[src/csc_pkg.sv]
/*
  constants and types shared by the camera sensor capture block:
  timing mode encoding, embedded sync code layout, reset values and
  default sizes. assumes nothing of its surroundings.
*/
package csc_pkg;

  // sensor timing modes selectable by software
  typedef enum logic [1:0] {
    CSC_MODE_EMBEDDED,
    CSC_MODE_GATED,
    CSC_MODE_NONGATED
  } csc_mode_e;

  // default sizes of the pixel path
  localparam int unsigned CSC_DATA_W_DEF     = 8;
  localparam int unsigned CSC_FIFO_DEPTH_DEF = 2;
  localparam int unsigned CSC_CODE_W         = 8;

  // embedded sync code: preamble bytes and status byte fields
  localparam logic [7:0]  CSC_CODE_ONES      = 8'hff;
  localparam logic [7:0]  CSC_CODE_ZERO      = 8'h00;
  localparam int unsigned CSC_CODE_H_BIT     = 4;
  localparam int unsigned CSC_CODE_V_BIT     = 5;

  // reset values of control state
  localparam logic        CSC_LINE_ACT_RST   = 1'b0;
  localparam logic        CSC_FRAME_SEEN_RST = 1'b0;
  localparam logic        CSC_VBLANK_RST     = 1'b1;
  localparam logic        CSC_OVERFLOW_RST   = 1'b0;

endpackage

[src/csc_capture.sv]
/*
  camera sensor capture: frames pixel words from a parallel sensor port
  and hands them on through a small fifo and a registered output stage.
  assumes every sensor pin is asynchronous to sys_clk and that the pixel
  clock runs well below a quarter of sys_clk, so each of its levels is
  seen by at least two sys_clk edges after the synchroniser.
*/
`timescale 1ns/1ps
`default_nettype none

// Notes on behaviour
// - three modes: embedded codes, gated, non-gated
// - gated mode frames with frame, line, pixel clock
// - frame sync active edge starts each frame
// - gated: pixel edges valid only during line sync
// - data sampled on rising pixel clock edge
// - line sync low stops data acceptance
// - non-gated mode ignores line sync
// - non-gated: every pixel edge after frame start is captured
// - selectable frame, line, pixel clock polarities
// - invert bit moves sampling to falling edge
module csc_capture #(
  parameter int unsigned DATA_W     = csc_pkg::CSC_DATA_W_DEF,
  parameter int unsigned FIFO_DEPTH = csc_pkg::CSC_FIFO_DEPTH_DEF
) (
  input  wire logic              sys_clk,
  input  wire logic              rst,
  // sensor pins
  input  wire logic              sensor_frame_sync,
  input  wire logic              sensor_line_sync,
  input  wire logic              sensor_pixel_clock,
  input  wire logic [DATA_W-1:0] sensor_data,
  // configuration
  input  wire logic              capture_enable,
  input  wire csc_pkg::csc_mode_e timing_mode,
  input  wire logic              frame_sync_falling,
  input  wire logic              line_sync_active_low,
  input  wire logic              pixel_clock_invert,
  input  wire logic              overflow_clear,
  // pixel stream out
  output logic [DATA_W-1:0]      out_data,
  output logic                   out_frame_start,
  output logic                   out_valid,
  input  wire logic              out_ready,
  // status
  output logic                   line_active,
  output logic                   fifo_overflow
);
  import csc_pkg::*;

  localparam int unsigned PTR_W = (FIFO_DEPTH > 1) ? $clog2(FIFO_DEPTH) : 1;
  localparam int unsigned CNT_W = $clog2(FIFO_DEPTH + 1);
  localparam logic [PTR_W-1:0] PTR_LAST = PTR_W'(FIFO_DEPTH - 1);
  localparam logic [CNT_W-1:0] CNT_FULL = CNT_W'(FIFO_DEPTH);

  // refuse sizes the code detector or fifo cannot serve
  generate
    if (DATA_W < CSC_CODE_W) begin : g_bad_width
      $error("csc_capture: DATA_W must be at least 8");
    end
    if (FIFO_DEPTH < 2) begin : g_bad_depth
      $error("csc_capture: FIFO_DEPTH must be at least 2");
    end
  endgenerate

  // next pointer value with wrap, used by both fifo ends
  function automatic logic [PTR_W-1:0] ptr_next(input logic [PTR_W-1:0] p);
    ptr_next = (p == PTR_LAST) ? '0 : p + 1'b1;
  endfunction

  // two-stage synchronisers; stage one is read only by stage two
  logic              fs_m_q, fs_s_q;
  logic              ls_m_q, ls_s_q;
  logic              pc_m_q, pc_s_q;
  logic [DATA_W-1:0] dat_m_q, dat_s_q;
  logic              pc_prev_q, fs_prev_q;

  always_ff @(posedge sys_clk or posedge rst) begin
    if (rst) begin
      fs_m_q    <= 1'b0;
      fs_s_q    <= 1'b0;
      ls_m_q    <= 1'b0;
      ls_s_q    <= 1'b0;
      pc_m_q    <= 1'b0;
      pc_s_q    <= 1'b0;
      dat_m_q   <= '0;
      dat_s_q   <= '0;
      pc_prev_q <= 1'b0;
      fs_prev_q <= 1'b0;
    end else begin
      fs_m_q    <= sensor_frame_sync;
      fs_s_q    <= fs_m_q;
      ls_m_q    <= sensor_line_sync;
      ls_s_q    <= ls_m_q;
      pc_m_q    <= sensor_pixel_clock;
      pc_s_q    <= pc_m_q;
      dat_m_q   <= sensor_data;
      dat_s_q   <= dat_m_q;
      pc_prev_q <= pc_s_q;
      fs_prev_q <= fs_s_q;
    end
  end

  // edge and level decode after polarity selection
  logic pix_edge;
  logic frame_edge;
  logic ls_level;
  logic [CSC_CODE_W-1:0] code_byte;

  // data and pins share one synchroniser depth, so they stay aligned
  assign pix_edge   = pixel_clock_invert ? (pc_prev_q & ~pc_s_q)
                                         : (~pc_prev_q & pc_s_q);
  assign frame_edge = frame_sync_falling ? (fs_prev_q & ~fs_s_q)
                                         : (~fs_prev_q & fs_s_q);
  assign ls_level   = ls_s_q ^ line_sync_active_low;
  assign code_byte  = dat_s_q[DATA_W-1 -: CSC_CODE_W];

  // embedded mode: track the three preamble bytes of a sync code
  logic [1:0] pre_cnt_q;
  logic       emb_act_q;
  logic       emb_vblank_q;
  logic       emb_code;
  logic       emb_sof;

  assign emb_code = (pre_cnt_q == 2'd3);
  // frame starts where a start-of-line code ends vertical blanking
  assign emb_sof  = pix_edge & emb_code & ~code_byte[CSC_CODE_H_BIT] &
                    ~code_byte[CSC_CODE_V_BIT] & emb_vblank_q;

  always_ff @(posedge sys_clk or posedge rst) begin
    if (rst) begin
      pre_cnt_q    <= 2'd0;
      emb_act_q    <= CSC_LINE_ACT_RST;
      emb_vblank_q <= CSC_VBLANK_RST;
    end else if (pix_edge) begin
      if (emb_code) begin
        pre_cnt_q    <= 2'd0;
        emb_act_q    <= ~code_byte[CSC_CODE_H_BIT];
        emb_vblank_q <= code_byte[CSC_CODE_V_BIT];
      end else if (code_byte == CSC_CODE_ONES) begin
        pre_cnt_q <= 2'd1;
      end else if (code_byte == CSC_CODE_ZERO && pre_cnt_q != 2'd0) begin
        pre_cnt_q <= pre_cnt_q + 2'd1;
      end else begin
        pre_cnt_q <= 2'd0;
      end
    end
  end

  // mode select: which pixel edges carry a word
  logic frame_start;
  logic word_ok;

  always_comb begin
    frame_start = 1'b0;
    word_ok     = 1'b0;
    case (timing_mode)
      CSC_MODE_EMBEDDED: begin
        frame_start = emb_sof;
        // reserved code values never carry pixels
        word_ok     = emb_act_q & ~emb_code &
                      (code_byte != CSC_CODE_ONES) &
                      (code_byte != CSC_CODE_ZERO);
      end
      CSC_MODE_GATED: begin
        frame_start = frame_edge;
        word_ok     = ls_level;
      end
      CSC_MODE_NONGATED: begin
        frame_start = frame_edge;
        word_ok     = 1'b1;
      end
      default: begin
        frame_start = 1'b0;
        word_ok     = 1'b0;
      end
    endcase
  end

  // frame tracking: words are taken only after a frame has begun
  logic frame_seen_q;
  logic sof_pend_q;
  logic cap_valid;

  assign cap_valid = capture_enable & pix_edge & word_ok &
                     (frame_seen_q | frame_start);

  always_ff @(posedge sys_clk or posedge rst) begin
    if (rst) begin
      frame_seen_q <= CSC_FRAME_SEEN_RST;
      sof_pend_q   <= 1'b0;
    end else if (!capture_enable) begin
      frame_seen_q <= CSC_FRAME_SEEN_RST;
      sof_pend_q   <= 1'b0;
    end else if (frame_start) begin
      frame_seen_q <= 1'b1;
      sof_pend_q   <= ~cap_valid;
    end else if (cap_valid) begin
      sof_pend_q   <= 1'b0;
    end
  end

  // input fifo; the sensor cannot be stalled, so a full fifo drops
  logic [DATA_W:0]  mem_q [FIFO_DEPTH];
  logic [PTR_W-1:0] wr_ptr_q, rd_ptr_q;
  logic [CNT_W-1:0] cnt_q;
  logic             fifo_full, fifo_empty;
  logic             fifo_wr, fifo_rd;

  assign fifo_full  = (cnt_q == CNT_FULL);
  assign fifo_empty = (cnt_q == '0);
  assign fifo_wr    = cap_valid & ~fifo_full;
  // output stage pulls whenever it is empty or being drained
  assign fifo_rd    = ~fifo_empty & (~out_valid | out_ready);

  always_ff @(posedge sys_clk) begin
    if (fifo_wr) begin
      mem_q[wr_ptr_q] <= {sof_pend_q | frame_start, dat_s_q};
    end
  end

  always_ff @(posedge sys_clk or posedge rst) begin
    if (rst) begin
      wr_ptr_q <= '0;
      rd_ptr_q <= '0;
      cnt_q    <= '0;
    end else begin
      if (fifo_wr) begin
        wr_ptr_q <= ptr_next(wr_ptr_q);
      end
      if (fifo_rd) begin
        rd_ptr_q <= ptr_next(rd_ptr_q);
      end
      if (fifo_wr && !fifo_rd) begin
        cnt_q <= cnt_q + 1'b1;
      end else if (fifo_rd && !fifo_wr) begin
        cnt_q <= cnt_q - 1'b1;
      end
    end
  end

  // registered output stage, held while the receiver stalls
  always_ff @(posedge sys_clk or posedge rst) begin
    if (rst) begin
      out_valid       <= 1'b0;
      out_data        <= '0;
      out_frame_start <= 1'b0;
    end else if (fifo_rd) begin
      out_valid       <= 1'b1;
      out_data        <= mem_q[rd_ptr_q][DATA_W-1:0];
      out_frame_start <= mem_q[rd_ptr_q][DATA_W];
    end else if (out_ready) begin
      out_valid       <= 1'b0;
    end
  end

  // status: overflow is sticky, a new drop wins over the clear
  always_ff @(posedge sys_clk or posedge rst) begin
    if (rst) begin
      fifo_overflow <= CSC_OVERFLOW_RST;
      line_active   <= CSC_LINE_ACT_RST;
    end else begin
      if (cap_valid && fifo_full) begin
        fifo_overflow <= 1'b1;
      end else if (overflow_clear) begin
        fifo_overflow <= 1'b0;
      end
      line_active <= word_ok & frame_seen_q;
    end
  end

endmodule

`default_nettype wire

[config.mk]
export PLATFORM = sky130hd
export DESIGN_NAME = csc_capture
export DESIGN_NICKNAME = d
export VERILOG_FILES = /design/src/csc_pkg.sv /design/src/csc_capture.sv
export SDC_FILE = /design/constraint.sdc
export NUM_CORES = 1
export LEC_CHECK = 0
export BUFFER_PORTS_ARGS = -buffer_cell sky130_fd_sc_hd__buf_2
export CORE_ASPECT_RATIO = 0.6
export CORE_MARGIN = 5
export CORE_UTILIZATION = 50
export DETAILED_ROUTE_END_ITERATION = 12
export PLACE_DENSITY_LB_ADDON = 0.3
export SYNTH_ARGS = -nofsm -noshare
export SYNTH_HDL_FRONTEND = slang
export SYNTH_SLANG_ARGS = --single-unit
export TNS_END_PERCENT = 20
[constraint.sdc]
create_clock -name sys_clk -period 2.8 [get_ports sys_clk]
set_input_delay 0.28 -clock sys_clk [delete_from_list [all_inputs] [get_ports sys_clk]]
set_output_delay 0.28 -clock sys_clk [all_outputs]
set_load 0.05 [all_outputs]
==> results.cfg, run 1 <==
[clock_tree]
cts-hold-fix-buffers = 0
clock_path_buffers = 2
root_buffer = clkbuf_8
cts_tree = yes
cts.sinks = 64
post_cts_buffers = 0
numCtsBuffers = 9
cts.htree.levels = 3
insertion_delay_ns = 0.33
clk_pin_slew_worst_paths_ns = 0.07
ctsResizeCount = 0

[setup_path]
crit_buf_inv = 1
crit_path_start_kind = flip-flop
path_depth = 10
cp_top_family = compound AO/OA/AOI/OAI gates
crit_path_top_delay_cell = dfrtp_1
crit_required_ns = 3.06
endpoint = cnt_q[1]
critPathLaunch = pre_cnt_q[0]
endpoint_kind = flip-flop
path_cells = ha_1, and4bb_1, o2111a_1, a211o_4, nand4_4, inv_1, ha_1, xor2_1, nor2_1, xor2_1
crit_arrival_ns = 2.60
max_stage_delay_ns = 0.39
r2r_slack_ns = 0.46
r2r_cells = 10
crit_type = reg2reg
r2r-end = cnt_q[1]
r2r_start = pre_cnt_q[0]
critPathMaxFanout = 6

[yosys]
syn_area_um2 = 2407
netlist_top_cells_area = dfrtp_1, edfxtp_1, mux2i_1, ha_1, nor2_1
synthArstFlopShare = 0.7188
avgSynthCellArea_um2 = 14.24
yosys.area.top_type = dfrtp_1
synth_seq_cells = 64
ys_warn_count = 0
synth_cells = 169
synth_top_flop_cell = dfrtp_1
synth_fp_nets = 197
yosysSeqAreaShare = 0.7032
synth_top_area_share = 0.4678
synth_edf_count = 18
netlist-cell-type-count = 34

[drt]
wl_met1_mm = 1.761
firstDrtPassIters = 4
postRouteWirelength_mm = 4.191
drc_errors = 0
ant_nets = 0
top_layer_used = met4
via_per_inst = 5.153
first_iter_violations = 94
wl_met3_um = 386
wire_per_inst_um = 14.91
vias = 1448
met2_wirelength_mm = 1.958

[die]
rows = 19
die_x_um = 99.58
io_pins = 33
die_h_um = 63.75
initial_core_util = 0.5220
dieArea_um2 = 6348
core_area_um2 = 4612

[sta]
maxSlewViolCount = 0
max_freq_ghz = 0.4277
period_minus_slack_ns = 2.338
slew_headroom = 0.3604
rsz0062_at_grt = false
worstMarginPinSlew_ns = 0.9535
setup_viol = 0
period_share = 0.8351
hold_viol = 0
tns_ns = 0
finClkSkew_ns = 0.004776

[power_and_ir_drop]
seqPwrFrac = 0.438
p_int_mw = 1.849
switching_power_mw = 0.8854
cellLeakagePower_nw = 1.311
vdd_drop_max_mv = 0.4090
comb_power_share = 0.230
sw_frac_of_total = 0.3238
power_density_nw_per_um2 = 940.5
clkPwrFrac = 0.332

[job]
drv_cap = 0

[global_routing]
antenna_found_initial = 0
grt_pass1_vias = 1529
grt_pass1_wl_mm = 7.196
grt_usage = 0.1500
grt_overflow = 0
grt_max_degree = 29

[placement]
numPortBuffers = 32
hpwl_mm = 2.997
globalplace.congestion = 0.8330
placed_cell_area_um2 = 2665

[cells_and_area]
areaGrowthSynthToFinish_pct = 20.79
stdcell_area_um2 = 2908
diodes = 0
finalNetCount = 241
final_layout_size_suffix_gt1_frac = 0.2706
postLayoutCoreUtil = 0.6305

[status]
status = complete, no violations

[worst_hold_path]
hold_class = in2async
[sequential cells by signal, summed over array words and instances (netlist names), 2 cells and up]
register	count
mem_q	18
code_byte	8
dat_m_q	8
out_data	8
cnt_q	2
pre_cnt_q	2
[cells by family (layout without fill, tap and decap cells)]
| group | count (synthesis) | after routing | share of synthesized area |
|---|---|---|---|
| compound gates | 27 | 27 | 0.07797 |
| xor+xnor | 6 | 6 | 0.02183 |
| fa+ha+maj | 7 | 7 | 0.03638 |
| buf+inv | 15 | 64 | 0.02339 |
| flops | 64 | 64 | 0.7032 |
| mux | 10 | 10 | 0.04210 |
| simple gates | 40 | 40 | 0.09511 |
[worst min-delay path by stage]
stage	start	end	slack, ns	depth (start not counted)
floorplan	sensor_data[0]	dat_m_q[0]	0.31	0
global placement	fs_m_q	fs_s_q	0.33	0
detailed placement	dat_m_q[3]	code_byte[3]	0.34	0
CTS	sensor_frame_sync	fs_m_q	0.03	1
global route	sensor_data[7]	dat_m_q[7]	0.02	1
finish	rst	ls_m_q	0.03	2
[placed cells by master (no fill, tap or decap), types with 3 or more instances in the layout]
cell	n
nor2_1	17
buf_2	32
nand4_1	3
clkbuf_8	11
buf_4	4
inv_1	11
o21ai_0	4
dfrtp_1	45
nand2_1	4
edfxtp_1	18
ha_1	7
a21oi_1	12
nand2b_1	4
mux2i_1	9
xor2_1	4
[per-layer routing]
metal | track usage | vias up
met5 | 0 | -
met2 | 0.2283 | 56
met3 | 0.07283 | 10
met1 | 0.1795 | 702
met4 | 0.07496 | 0
li1 | - | 680
[stage by stage]
step	total power [mW]	cells	setup slack [ns]	hold WS, ns
floorplan	1.689	169	0.6647	0.3114
global placement	1.828	265	0.5839	0.3335
detailed placement	1.853	265	0.4601	0.3355
CTS	2.766	281	0.4578	0.02722
global route	2.868	281	0.3863	0.02185
finish	2.735	281	0.4618	0.03415
[worst register-to-register path, cell delays in order (launching register included)]
cell and delay (ns):
dfrtp_1 0.39, ha_1 0.26, and4bb_1 0.24, o2111a_1 0.28
a211o_4 0.29, nand4_4 0.12, inv_1 0.05, ha_1 0.20
xor2_1 0.15, nor2_1 0.13, xor2_1 0.16
[cell type report]
cell class                 instances  area (um^2)
clock buffer                      13        201.4
tap                               63        78.83
timing repair buffer              36        190.2
sequential                        64         1693
inverter                          12        45.04
fill                             359         1704
multi-input combinational         90        658.1
clock inverter                     3        41.29
[power groups by stage]
stage	Sequential (mW)	Combinational (mW)	Clock (mW)
final	1.20	0.630	0.907
after global routing	1.21	0.673	0.981
after CTS	1.20	0.638	0.929
after detailed placement	1.22	0.638	0
after global placement	1.21	0.623	0
after floorplan	1.42	0.274	0
[cell usage after synthesis, drive strengths merged, types with 2 or more instances]
cell / n
xor2: 4
edfxtp: 18
nand2: 4
dfrtp: 45
nor4: 2
nand4: 4
and2: 2
nor2: 17
nand2b: 4
ha: 7
a211o: 2
clkbuf: 3
inv: 12
o21ai: 4
xnor2: 2
a21oi: 12
and4bb: 2
mux2i: 9
o22ai: 4
and3: 2
No activity file was read; power rests on OpenSTA's default activity.
==> inputs of run 2 (changes only) <==
==> constraint.sdc (replaced) <==
create_clock -name sys_clk -period 2.17 [get_ports sys_clk]
set_input_delay 0.217 -clock sys_clk [delete_from_list [all_inputs] [get_ports sys_clk]]
set_output_delay 0.217 -clock sys_clk [all_outputs]
set_load 0.05 [all_outputs]
==> run 2 against run 1 <==
  * Highest routed layer unchanged
  * Die area unchanged
  * Worst hold slack improved by 0.037 ns
  * Flip-flop and latch count unchanged
  * Cell count increased by 6.8%
  * Utilization increased by 3.7 points
==> results.cfg, run 2 (synthesis results as in run 1) <==
[status]
status = complete, no violations

[global_routing]
grt_overflow = 0
grt_pass1_vias = 1496
grt_max_degree = 26
grt_usage = 0.1506
grt_pass1_wl_mm = 7.189
antenna_found_initial = 0

[die]
die_x_um = 99.58
core_area_um2 = 4612
dieArea_um2 = 6348
io_pins = 33
die_h_um = 63.75
rows = 19
initial_core_util = 0.5220

[clock_tree]
cts.htree.levels = 3
numCtsBuffers = 9
root_buffer = clkbuf_8
cts_tree = yes
clk_pin_slew_worst_paths_ns = 0.07
cts.sinks = 64
insertion_delay_ns = 0.33
clock_path_buffers = 2

[cells_and_area]
layout_common_cells = dfrtp_1, buf_2, edfxtp_1, nor2_1
areaGrowthSynthToFinish_pct = 27.86
finalNetCount = 260
top_register = mem_q
postLayoutCoreUtil = 0.6674
stdcell_area_um2 = 3078
final_common_cell = dfrtp_1
final_cells = 300
final_layout_size_suffix_gt1_frac = 0.3038
largest_reg_flops = 18
diodes = 0

[drt]
ant_nets = 0
drc_errors = 0
wire_per_inst_um = 14.67
first_iter_violations = 99
firstDrtPassIters = 4
postRouteWirelength_mm = 4.401
vias = 1502
via_per_inst = 5.007

[setup_path]
crit_arrival_ns = 2.37
max_stage_delay_ns = 0.38
r2r_cells = 10
r2r_start = pre_cnt_q[0]
critPathLaunch = pre_cnt_q[0]
endpoint_kind = flip-flop
critPathMaxFanout = 3
crit_type = reg2reg
crit_path_start_kind = flip-flop
crit_path_top_delay_cell = dfrtp_1
path_cells = ha_2, and4bb_1, o2111a_1, a211o_4, nand4_4, inv_2, ha_4, xor2_2, nor2_2, xor2_1
crit_required_ns = 2.43

[placement]
placed_cell_area_um2 = 2693
dp_slack_ns = -0.04366
hpwl_mm = 2.917
numPortBuffers = 32
globalplace.congestion = 0.8461
dp.cells = 267

[sta]
rsz0062_at_grt = true
period_share = 0.9731
worst_hold_slack_ns = 0.07098
setup_ws_ns = 0.05829
setup_viol = 0
slew_headroom = 0.4341
finClkSkew_ns = 0.006501
tns_ns = 0
period_minus_slack_ns = 2.112
maxSlewViolCount = 0
max_freq_ghz = 0.4736
hold_viol = 0
worstMarginPinSlew_ns = 0.8437

[power_and_ir_drop]
vdd_drop_max_mv = 0.6304
finalPower_mw = 3.380
power_density_nw_per_um2 = 1098
cellLeakagePower_nw = 1.368

[worst_hold_path]
hold_depth = 2
worstHoldStart = overflow_clear
hold_class = in2reg

[job]
drv_cap = 0
run 2: cell count changes in the layout (fill, tap and decap cells not counted), moves of 2 or more:
cell	delta
clkinvlp_4	+2
buf_4	+6
dlygate4sd3_1	+12
ha_1	-2
run 2: report_power, final:
group | switching (mW) | internal [mW] | leakage (nW) | total (mW)
Combinational | 0.576 | 0.284 | 0.564 | 0.860
Clock | 0.434 | 0.542 | 0.0995 | 0.976
Sequential | 0.141 | 1.40 | 0.705 | 1.54
run 2: critical path, delay by kind of cell (launching register included):
kind / cells / cell delay [ns]
flops: 1 / 0.38
fa+ha+maj: 2 / 0.35
buf+inv: 1 / 0.05
xor+xnor: 2 / 0.29
compound gates: 2 / 0.55
simple gates: 3 / 0.41
run 2: layer usage:
layer / up-vias / track usage / part of all wire
li1: 715 / - / -
met1: 728 / 0.1887 / 0.44
met2: 47 / 0.2391 / 0.48
met3: 12 / 0.06304 / 0.063
met4: 0 / 0.05111 / 0.017
met5: - / 0 / 0
run 2: path summary, 6_finish.rpt:
check                                      to  slack, ns
max in group asynchronous        code_byte[4]       1.12
worst min-delay path            fifo_overflow       0.07
worst max-delay path                 cnt_q[1]       0.06
min in group asynchronous              ls_m_q       0.50
worst min register to register   code_byte[5]       0.34
worst max register to register       cnt_q[1]       0.06
run 2: layout make-up:
type / instances / area [um^2]
clock buffers: 12 / 176.4
clock inverters: 4 / 25.02
fillers: 337 / 1534
inverters: 12 / 45.04
multi-input cells: 90 / 683.2
flip-flops and latches: 64 / 1694
well taps: 63 / 78.83
repair buffers: 55 / 375.4
run 2: what timing repair did:
action / in CTS / in global routing
pin swaps: 7 / 6
endpoints found under the setup margin: 1 / 19
hold buffers: 12 / 0
gates resized for setup: 4 / 3
buffers inserted: 3 / 2
endpoints found under the hold margin: 31 / 0
==> inputs of run 3 (changes only) <==
--- a/config.mk
+++ b/config.mk
@@ -10,7 +10,7 @@
 export CORE_MARGIN = 5
 export CORE_UTILIZATION = 50
 export DETAILED_ROUTE_END_ITERATION = 12
-export PLACE_DENSITY_LB_ADDON = 0.3
+export PLACE_DENSITY = 0.78
 export SYNTH_ARGS = -nofsm -noshare
 export SYNTH_HDL_FRONTEND = slang
 export SYNTH_SLANG_ARGS = --single-unit
==> run 3 against run 2 <==
  * Routed wire length fell by 3.6%
  * Die area stayed put
  * Power shrank 1.5%
  * Setup slack worse by 0.026 ns
==> results.cfg, run 3 (synthesis results as in run 1) <==
[cells_and_area]
finalNetCount = 261
top_register = mem_q
layout_common_cells = dfrtp_1, buf_2, edfxtp_1, nor2_1
final_layout_size_suffix_gt1_frac = 0.3038
multi_input_area_um2 = 690.7
largest_reg_flops = 18
diodes = 0
fillCellCount = 345
seq_area_um2 = 1693
stdcell_area_um2 = 3055
final_common_cell = dfrtp_1
areaGrowthSynthToFinish_pct = 26.92

[power_and_ir_drop]
vdd_drop_max_mv = 0.6443
cellLeakagePower_nw = 1.365
power_density_nw_per_um2 = 1090
finalPower_mw = 3.329

[die]
rows = 19
die_x_um = 99.58
dieArea_um2 = 6348
core_area_um2 = 4612
initial_core_util = 0.5220
io_pins = 33
die_h_um = 63.75

[drt]
postRouteWirelength_mm = 4.244
wire_per_inst_um = 14.15
drc_errors = 0
via_per_inst = 4.953
vias = 1486
first_iter_violations = 78
firstDrtPassIters = 4
ant_nets = 0

[status]
status = complete, no violations

[sta]
period_share = 0.9853
finClkSkew_ns = 0.01073
slew_headroom = 0.6397
setup_ws_ns = 0.03192
worst_hold_slack_ns = 0.09611
worstMarginPinSlew_ns = 0.5396
tns_ns = 0
rsz0062_at_grt = true
setup_viol = 0
period_minus_slack_ns = 2.138
maxSlewViolCount = 0
hold_viol = 0
max_freq_ghz = 0.4677

[setup_path]
r2r_slack_ns = 0.03
r2r-end = cnt_q[1]
r2r_start = pre_cnt_q[0]
crit_path_start_kind = flip-flop
crit_type = reg2reg
critPathMaxFanout = 6
endpoint_kind = flip-flop
crit_arrival_ns = 2.40
crit_required_ns = 2.43
r2r_cells = 10

[global_routing]
grt_pass1_vias = 1438
grt_overflow = 0
grt_pass1_wl_mm = 7.065
grt_usage = 0.1503
grt_max_degree = 28
antenna_found_initial = 0

[placement]
dp_slack_ns = -0.1624
globalplace.congestion = 0.7529
placed_cell_area_um2 = 2725
hpwl_mm = 2.931
numPortBuffers = 32

[clock_tree]
root_buffer = clkbuf_8
cts.sinks = 64
clock_path_buffers = 2
numCtsBuffers = 9
clk_pin_slew_worst_paths_ns = 0.07
cts.htree.levels = 3
insertion_delay_ns = 0.33
cts_tree = yes
post_cts_buffers = 0

[worst_hold_path]
hold_depth = 2
worstHoldStart = out_ready
hold_end = out_valid
hold_class = in2reg

[job]
drv_cap = 0
-- run 3: stage by stage --
step                      utilization  cells
after floorplan                     -    169
after global placement         0.5909    273
after detailed placement       0.5909    273
after CTS                      0.6565    300
after global routing           0.6625    300
final                          0.6625    300
-- run 3: cell type report --
class,instances,share of cell area
Clock buffer,10,0.04177
Clock inverter,5,0.01638
Inverter,12,0.01474
Multi-Input combinational cell,90,0.2260
Sequential cell,64,0.5541
Tap cell,63,0.02580
Timing Repair Buffer,56,0.1212
-- run 3: report_power, final --
part	internal [mW]	leakage, nW	switching (mW)
registers	1.40	0.706	0.137
logic	0.287	0.563	0.578
clock network	0.516	0.0957	0.408
-- run 3: timing repair --
action / CTS / global route
endpoints found under the setup margin: 20 / 11
endpoints found under the hold margin: 36 / 0
hold buffers: 12 / 0
resized for setup: 2 / 5
-- run 3: worst max-delay path by stage --
stage	slack, ns	endpoint	start
after CTS	-0.06	cnt_q[1]	pre_cnt_q[0]
after global placement	-0.08	cnt_q[1]	pre_cnt_q[0]
after global routing	-0.08	cnt_q[1]	pre_cnt_q[0]
final	0.03	cnt_q[1]	pre_cnt_q[0]
after detailed placement	-0.16	mem_q[0][0]	timing_mode[0]
after floorplan	0.03	cnt_q[1]	pre_cnt_q[0]
-- run 3: critical path, stage by stage, from the launching register on --
cell and delay [ns]:
dfrtp_1 0.41, ha_4 0.19, and4bb_1 0.21, o2111a_1 0.25, a211o_4 0.28, nand4_4 0.13, inv_2 0.06, ha_4 0.15
xor2_1 0.14, nor2_2 0.09, xor2_1 0.15
-- run 3: routing by layer --
layer | wire length [um] | global-route usage | share of wire | vias up
met1 | 2097 | 0.2062 | 0.49 | 707
met3 | 294 | 0.06848 | 0.069 | 6
met5 | 0 | 0 | 0 | -
li1 | - | - | - | 722
met2 | 1805 | 0.2132 | 0.43 | 51
met4 | 47 | 0.05111 | 0.011 | 0
